<file path="src/hw/fdc_seq_map.vh">
// Register offsets, field positions, opcodes and lengths for the sequencer
`ifndef FDC_SEQ_MAP_VH
`define FDC_SEQ_MAP_VH

// APB byte offsets
`define OFS_MAIN_STATUS 12'h000
`define OFS_DATA        12'h004
`define OFS_IRQ_STATUS  12'h008
`define OFS_IRQ_MASK    12'h00c

// Main status bit positions
`define MSR_RQM         7
`define MSR_DIO         6
`define MSR_BUSY        4

// Interrupt status bit positions
`define IRQ_EXEC_DONE   0
`define IRQ_INVALID     1
`define IRQ_RESET       2'h0

// Opcode byte fields
`define OPC_MULTI_TRACK 7
`define OPC_SKIP_DEL    5
`define OPC_CODE_HI     4

// Command codes in bits 4:0 of the opcode byte
`define CMD_READ_DATA   5'h06
`define CMD_WRITE_DATA  5'h05
`define CMD_READ_DEL    5'h0c
`define CMD_WRITE_DEL   5'h09
`define CMD_READ_TRACK  5'h02
`define CMD_READ_ID     5'h0a
`define CMD_FORMAT      5'h0d

// Byte counts of the command and result phases
`define LEN_CMD_RW      4'h9
`define LEN_CMD_FORMAT  4'h6
`define LEN_CMD_READ_ID 4'h2
`define LEN_RES_STD     3'h7
`define LEN_RES_INVALID 3'h1

// Status register 0 value on a rejected command
`define ST0_INVALID     8'h80
`define BYTE_RESET      8'h00

`endif

</file>
<file path="src/hw/fdc_cmd_seq.v">
// Command and result byte sequencer of the diskette controller, APB slave
// Functional notes
// - Host writes each command's bytes, device latches all but a rejected opcode byte
// - Result bytes read in fixed order, all of them
// - Unknown opcode: skip execution, return status 3 only
// - Read data: 9 command bytes, 7 result bytes
// - Read deleted data uses read data sequences
// - Format: 6 bytes, flags zero, 7 results
// - No new command until all results read
// - Main status bits 7 and 6 show phase
// - Rejected command loads 80h into status 0
// - Execution end raises interrupt, enters result phase
`timescale 1ns/1ps
`default_nettype none
`include "fdc_seq_map.vh"

module fdc_cmd_seq
(
  // Clock and reset
  input  wire        clk_sys,
  input  wire        rst,
  // APB slave
  input  wire        psel,
  input  wire        penable,
  input  wire        pwrite,
  input  wire [11:0] paddr,
  input  wire [31:0] pwdata,
  output reg  [31:0] prdata,
  output wire        pready,
  output wire        pslverr,
  // Interrupt
  output wire        irq,
  // Execution engine side
  output reg         exec_start,
  output reg  [7:0]  exec_opcode,
  input  wire [3:0]  exec_param_idx,
  output wire [7:0]  exec_param_data,
  input  wire        exec_done,
  input  wire [7:0]  exec_st0,
  input  wire [7:0]  exec_st1,
  input  wire [7:0]  exec_st2,
  input  wire [7:0]  exec_cyl,
  input  wire [7:0]  exec_head,
  input  wire [7:0]  exec_sector,
  input  wire [7:0]  exec_size,
  input  wire [7:0]  drive_status
);

  // Phase states, one-hot
  localparam [2:0] ST_CMD  = 3'b001;
  localparam [2:0] ST_EXEC = 3'b010;
  localparam [2:0] ST_RES  = 3'b100;

  reg [2:0] state_reg;
  reg [3:0] cmd_cnt_reg;
  reg [3:0] cmd_len_reg;
  reg [2:0] res_cnt_reg;
  reg [2:0] res_len_reg;
  reg [7:0] st0_reg;
  reg [7:0] st1_reg;
  reg [7:0] st2_reg;
  reg [7:0] st3_reg;
  reg [7:0] cyl_reg;
  reg [7:0] head_reg;
  reg [7:0] sector_reg;
  reg [7:0] size_reg;
  reg [1:0] irq_sts_reg;
  reg [1:0] irq_mask_reg;

  // Access decode
  wire setup    = psel & ~penable;
  wire access   = psel & penable;
  wire hit_msr  = (paddr == `OFS_MAIN_STATUS);
  wire hit_data = (paddr == `OFS_DATA);
  wire hit_ists = (paddr == `OFS_IRQ_STATUS);
  wire hit_imsk = (paddr == `OFS_IRQ_MASK);
  wire mapped   = hit_msr | hit_data | hit_ists | hit_imsk;
  wire in_cmd   = (state_reg == ST_CMD);
  wire in_res   = (state_reg == ST_RES);

  // Data writes outside command phase, data reads outside result phase and main status writes are refused
  wire data_refused = hit_data & ((pwrite & ~in_cmd) | (~pwrite & ~in_res));
  wire msr_write    = hit_msr & pwrite;
  wire cmd_wr       = access & pwrite & hit_data & in_cmd;
  wire res_rd       = access & ~pwrite & hit_data & in_res;

  assign pready  = 1'b1;
  assign pslverr = access & (~mapped | data_refused | msr_write);

  // Opcode decode of the first command byte
  wire [7:0] op_byte  = pwdata[7:0];
  wire [4:0] op_code  = op_byte[`OPC_CODE_HI:0];
  wire       op_mt    = op_byte[`OPC_MULTI_TRACK];
  wire       op_sk    = op_byte[`OPC_SKIP_DEL];
  reg  [3:0] op_len;
  reg        op_ok;

  // Command length and flag checks per opcode
  always @*
  begin
    op_len = `LEN_CMD_RW;
    op_ok  = 1'b1;
    case (op_code)
      `CMD_READ_DATA,
      `CMD_READ_DEL:   op_len = `LEN_CMD_RW;
      `CMD_WRITE_DATA: op_ok  = ~op_sk;
      `CMD_WRITE_DEL:  op_ok  = ~op_sk;
      `CMD_READ_TRACK: op_ok  = ~op_mt;
      `CMD_FORMAT:
      begin
        op_len = `LEN_CMD_FORMAT;
        op_ok  = ~(op_mt | op_sk);
      end
      `CMD_READ_ID:
      begin
        op_len = `LEN_CMD_READ_ID;
        op_ok  = ~(op_mt | op_sk);
      end
      default:         op_ok  = 1'b0;
    endcase
  end

  wire first_byte = cmd_wr & (cmd_cnt_reg == 4'h0);
  wire reject     = first_byte & ~op_ok;
  wire last_byte  = cmd_wr & ~reject &
                    (cmd_cnt_reg == (first_byte ? op_len : cmd_len_reg) - 4'h1);
  wire last_res   = res_rd & (res_cnt_reg == res_len_reg - 3'h1);

  // Every byte of an accepted command lands at its order slot; a rejected opcode byte is not stored
  param_store param_store_i
  (
    .clk_sys (clk_sys),
    .wr_en   (cmd_wr & ~reject),
    .wr_addr (cmd_cnt_reg),
    .wr_data (pwdata[7:0]),
    .rd_addr (exec_param_idx),
    .rd_data (exec_param_data)
  );

  // Phase sequencing and result capture
  always @(posedge clk_sys)
  begin
    if (rst)
    begin
      state_reg   <= ST_CMD;
      cmd_cnt_reg <= 4'h0;
      cmd_len_reg <= `LEN_CMD_RW;
      res_cnt_reg <= 3'h0;
      res_len_reg <= `LEN_RES_STD;
      exec_start  <= 1'b0;
      exec_opcode <= `BYTE_RESET;
      st0_reg     <= `BYTE_RESET;
      st1_reg     <= `BYTE_RESET;
      st2_reg     <= `BYTE_RESET;
      st3_reg     <= `BYTE_RESET;
      cyl_reg     <= `BYTE_RESET;
      head_reg    <= `BYTE_RESET;
      sector_reg  <= `BYTE_RESET;
      size_reg    <= `BYTE_RESET;
    end
    else
    begin
      exec_start <= 1'b0;
      case (state_reg)
        ST_CMD:
        begin
          if (reject)
          begin
            st0_reg     <= `ST0_INVALID;
            st3_reg     <= drive_status;
            res_len_reg <= `LEN_RES_INVALID;
            res_cnt_reg <= 3'h0;
            state_reg   <= ST_RES;
          end
          else if (last_byte)
          begin
            cmd_cnt_reg <= 4'h0;
            exec_start  <= 1'b1;
            state_reg   <= ST_EXEC;
          end
          else if (cmd_wr)
            cmd_cnt_reg <= cmd_cnt_reg + 4'h1;
          if (first_byte & ~reject)
          begin
            exec_opcode <= op_byte;
            cmd_len_reg <= op_len;
          end
        end
        ST_EXEC:
        begin
          if (exec_done)
          begin
            st0_reg     <= exec_st0;
            st1_reg     <= exec_st1;
            st2_reg     <= exec_st2;
            cyl_reg     <= exec_cyl;
            head_reg    <= exec_head;
            sector_reg  <= exec_sector;
            size_reg    <= exec_size;
            res_len_reg <= `LEN_RES_STD;
            res_cnt_reg <= 3'h0;
            state_reg   <= ST_RES;
          end
        end
        ST_RES:
        begin
          if (last_res)
          begin
            res_cnt_reg <= 3'h0;
            state_reg   <= ST_CMD;
          end
          else if (res_rd)
            res_cnt_reg <= res_cnt_reg + 3'h1;
        end
        default:
          state_reg <= ST_CMD;
      endcase
    end
  end

  // Result byte in fixed order
  reg [7:0] res_byte;
  always @*
  begin
    case (res_cnt_reg)
      3'h0:    res_byte = (res_len_reg == `LEN_RES_INVALID) ?
                          st3_reg : st0_reg;
      3'h1:    res_byte = st1_reg;
      3'h2:    res_byte = st2_reg;
      3'h3:    res_byte = cyl_reg;
      3'h4:    res_byte = head_reg;
      3'h5:    res_byte = sector_reg;
      3'h6:    res_byte = size_reg;
      default: res_byte = `BYTE_RESET;
    endcase
  end

  // Main status: request for master, direction, busy
  wire [7:0] msr_val;
  assign msr_val[`MSR_RQM]  = ~(state_reg == ST_EXEC);
  assign msr_val[`MSR_DIO]  = in_res;
  assign msr_val[5]         = 1'b0;
  assign msr_val[`MSR_BUSY] = ~in_cmd | (cmd_cnt_reg != 4'h0);
  assign msr_val[3:0]       = 4'h0;

  // Read data prepared in the setup cycle
  always @(posedge clk_sys)
  begin
    if (rst)
      prdata <= 32'h0000_0000;
    else if (setup)
    begin
      prdata <= 32'h0000_0000;
      if (hit_msr)
        prdata[7:0] <= msr_val;
      else if (hit_data & in_res)
        prdata[7:0] <= res_byte;
      else if (hit_ists)
        prdata[1:0] <= irq_sts_reg;
      else if (hit_imsk)
        prdata[1:0] <= irq_mask_reg;
    end
  end

  // Sticky events, write one to clear, set wins
  wire [1:0] irq_set;
  assign irq_set[`IRQ_EXEC_DONE] = (state_reg == ST_EXEC) &
                                   exec_done;
  assign irq_set[`IRQ_INVALID]   = reject;
  wire [1:0] irq_clr = (access & pwrite & hit_ists) ? pwdata[1:0] : 2'h0;

  always @(posedge clk_sys)
  begin
    if (rst)
    begin
      irq_sts_reg  <= `IRQ_RESET;
      irq_mask_reg <= `IRQ_RESET;
    end
    else
    begin
      irq_sts_reg <= (irq_sts_reg & ~irq_clr) | irq_set;
      if (access & pwrite & hit_imsk)
        irq_mask_reg <= pwdata[1:0];
    end
  end

  assign irq = |(irq_sts_reg & irq_mask_reg);

endmodule // fdc_cmd_seq

`default_nettype wire

</file>
<file path="src/hw/param_store.v">
// Small memory for the command bytes with a registered read port
`timescale 1ns/1ps
`default_nettype none

module param_store
(
  // Clock
  input  wire       clk_sys,
  // Write port
  input  wire       wr_en,
  input  wire [3:0] wr_addr,
  input  wire [7:0] wr_data,
  // Read port
  input  wire [3:0] rd_addr,
  output reg  [7:0] rd_data
);

  reg [7:0] mem [0:15];

  // Store on write, register the read data
  always @(posedge clk_sys)
  begin
    if (wr_en)
      mem[wr_addr] <= wr_data;
    rd_data <= mem[rd_addr];
  end

endmodule // param_store

`default_nettype wire

</file>
<file path="config.mk">
export PLATFORM = sky130hd
export DESIGN_NAME = fdc_cmd_seq
export DESIGN_NICKNAME = d
export VERILOG_FILES = /design/src/hw/fdc_cmd_seq.v /design/src/hw/param_store.v
export VERILOG_INCLUDE_DIRS = /design/src /design/src/hw
export SDC_FILE = /design/constraint.sdc
export NUM_CORES = 1
export LEC_CHECK = 0
export BUFFER_PORTS_ARGS = -buffer_cell sky130_fd_sc_hd__buf_2
export CORE_ASPECT_RATIO = 0.6
export CORE_MARGIN = 10
export CORE_UTILIZATION = 51
export DETAILED_ROUTE_END_ITERATION = 12
export PLACE_DENSITY = 0.73
export RECOVER_POWER = 25
export SLEW_MARGIN = 20
export SYNTH_ARGS = -nofsm -noshare
export SYNTH_HDL_FRONTEND = slang
export SYNTH_HIERARCHICAL = 1
export SYNTH_SLANG_ARGS = --single-unit
</file>
<file path="constraint.sdc">
create_clock -name clk_sys -period 3.9 [get_ports clk_sys]
set_input_delay 0.195 -clock clk_sys [delete_from_list [all_inputs] [get_ports clk_sys]]
set_output_delay 0.195 -clock clk_sys [all_outputs]
set_load 0.005 [all_outputs]
</file>
==> metrics <==
H-tree levels=1; Worst EP required=4270 ps; final period utilization=0.847; Worst Setup End Kind=register; #FFs+latches synth=235; worst min path class=in2reg; Largest stage delay, worst path=440 ps; synthesized cell area=10200 um^2; Initial Util=0.528; reg2reg end=state_reg[0]; drt pass-1 iters=8; crit path DAT=3670 ps; unrepaired setup endpoints after global routing=false; CP startpoint=cmd_cnt_reg[1]; Netlist cell types=75; hold_ws=117 ps; DP HPWL=18000 um; setup bufs post-CTS=0; Final Hold Viols=0; CP Capture Point=state_reg[0]; most frequent cells in the layout=nand2_1, edfxtp_1, buf_2, dfxtp_1, a21oi_1; outcome=finished clean; Syn Inst Count=865; clk root buf=clkbuf_16; Layout area overhead=20.5%; CP most frequent cell=ha_1; Core Util, Final=0.636; layout cells sized above 1=0.201; CTS Buf Count=22; TritonCTS Sinks=235; VDD IR max=0.298 mV; synth warn=6; startpoint types=register; min Tclk post-route=3300 ps; Die X=203 um; # placed instances=1213; initial antenna violation count=1; pin count of the biggest net entering global routing=59; Post-route DRC=0; die area=26200 um^2; count of final setup violators=0; CP max-delay cell=dfxtp_1; Layout Nets=1162; Top Ports=170; max-slew violations=0; Most used DFF post-synth=edfxtp_1; # Max-Cap Violations=0; Port Buffers=120; WL/cell=20.2 um; Die Y=130 um; Area after DPL=10900 um^2; FMAX=0.303 GHz; worst reg2reg path depth=12; reg2reg setup slack=600 ps; Core Area=19300 um^2; ys async rst share=0; routed vias=7553; reg2reg start=cmd_cnt_reg[1]; pwr dens=417 nW/um^2; Crit Path Class=reg2reg; non-filler cells, final=1319; Final Skew=7.50 ps; initial drt markers=720; most common cell after layout, fill and taps aside=nand2_1; number of synthesized flops with an enable pin=128; final wirelength=26600 um; Multi-input gate area=3800 um^2; post-route cell area=12300 um^2; Fillers=1512; CTS tree=done; CTS clock-pin slew for the worst setup and hold paths=70 ps; post-synthesis sequential area ratio=0.587; Worst Tran Pin Value=1160 ps; RePlAce Congestion=0.891; Row Count=39; static leakage=4.41 nW; CTS Buffer Depth=3; post-route ant nets=0; Clk Latency, worst-skew pair=500 ps; hold_sp=pwdata[0]; post-route setup TNS=0 ps; first-pass GRT wire length=41700 um; synthesized area per cell=11.8 um^2; Tot GR Track Use=0.201; vias in the first global route=7277; Top reg by flops=param_store_i/mem; Seq. cell area=5990 um^2; critical-path cell list=inv_1 -> ha_1 -> nor3b_2 -> nand3_2 -> nor2_1 -> mux2i_1 -> ha_1 -> xor2_1 -> o41ai_1 -> nand3b_2 -> nor4_2 -> o311ai_1; Congestion Overflow GR=0; maximum fanout along the worst path=11; Vias/cell=5.73; Worst slew margin=0.227; max FFs per register=128
==> cell usage after synthesis (2+ instances only) <==
cell type          n  area [um^2]
o31ai_1            7         52.6
xor2_1             3         26.3
inv_1             10         37.5
nand3b_1           3         22.5
nand2b_1           7         43.8
conb_1             2         7.51
ha_1               8          100
a31oi_1            2         12.5
o21ai_0           13         65.1
nor4_4             2         42.5
buf_4             26          195
clkbuf_1          31          116
mux4_2            18          405
dfxtp_1          107         2140
nor4_1             4         25.0
a22oi_1           17          128
a21oi_1           94          470
a32o_1             2         20.0
nor2_1            43          161
buf_2              9         45.0
nand2_1          167          627
nand4_1            3         18.8
nor3_1            16         80.1
a32oi_1            3         26.3
nor3b_1            3         22.5
clkdlybuf4s25_2    3         30.0
a211oi_1           3         22.5
o211ai_1           7         52.6
a222oi_1          13          130
nor2b_1            4         25.0
and2_1             2         12.5
edfxtp_1         128         3840
nor3b_2            2         25.0
mux2i_1            7         70.1
buf_6              6         67.6
and3_1             7         43.8
or3b_2             2         17.5
nor4_2             2         25.0
mux4_1            14          368
nand3_1           19         95.1
o21ai_1            3         15.0
mux2_2            10          113
==> kinds of logic after synthesis <==
logic type | count (synthesis) | share of synthesized area
mux | 49 | 0.0938
other cells | 2 | 0.000737
compound gates | 180 | 0.114
buf+inv | 87 | 0.0490
fa+ha+maj | 8 | 0.00982
xor+xnor | 4 | 0.00344
simple gates | 300 | 0.142
flops | 235 | 0.587
==> layout make-up <==
cell class                      count  area share
Clock buffer                       26      0.0495
Inverter                           12     0.00367
Antenna cell                        1    0.000204
Tap cell                          266      0.0271
Sequential cell                   235       0.487
Timing Repair Buffer              199       0.111
Clock inverter                     14      0.0118
Multi-Input combinational cell    566       0.310
==> power breakdown <==
group,internal [mW],switching (mW),total [mW]
combinational,0.132,0.154,0.286
sequential,2.62,0.00295,2.62
clock,1.31,0.902,2.22
==> metal layers <==
layer | wire, um | track usage
met5 | 0 | 0
met4 | 462 | 0.0463
met3 | 2770 | 0.0508
met2 | 11000 | 0.281
met1 | 12400 | 0.304
==> timing repair <==
item / in CTS / in global routing
gates resized for setup: 0 / 0
hold buffers: 64 / 0
endpoints found under the hold margin: 64 / 0
==> per-stage QoR <==
stage | power [mW] | setup WS [ps]
5_1_grt | 5.28 | 263
4_1_cts | 5.14 | 624
3_5_place_dp | 2.90 | 657
6_report | 5.12 | 596
3_3_place_gp | 2.90 | 751
2_1_floorplan | 2.81 | 992
==> worst min-delay path by stage <==
stage	endpoint	cells past startpoint
finish	exec_opcode[0]	3
global route	exec_opcode[0]	3
CTS	exec_opcode[7]	3
detailed placement	sector_reg[3]	3
global placement	head_reg[7]	3
floorplan	param_store_i/mem[0][0]	0
==> critical path: cells and delay by family, from the launching register on <==
family,cells,cell delay (ps)
XOR/XNOR,1,220
AO/OA/AOI/OAI,2,220
AND/OR/NAND/NOR,5,1470
flip-flops,1,440
buffers and inverters,1,140
adder cells (fa/ha/maj),2,360
multiplexers,1,320
Power figures use the tool's default switching activity.
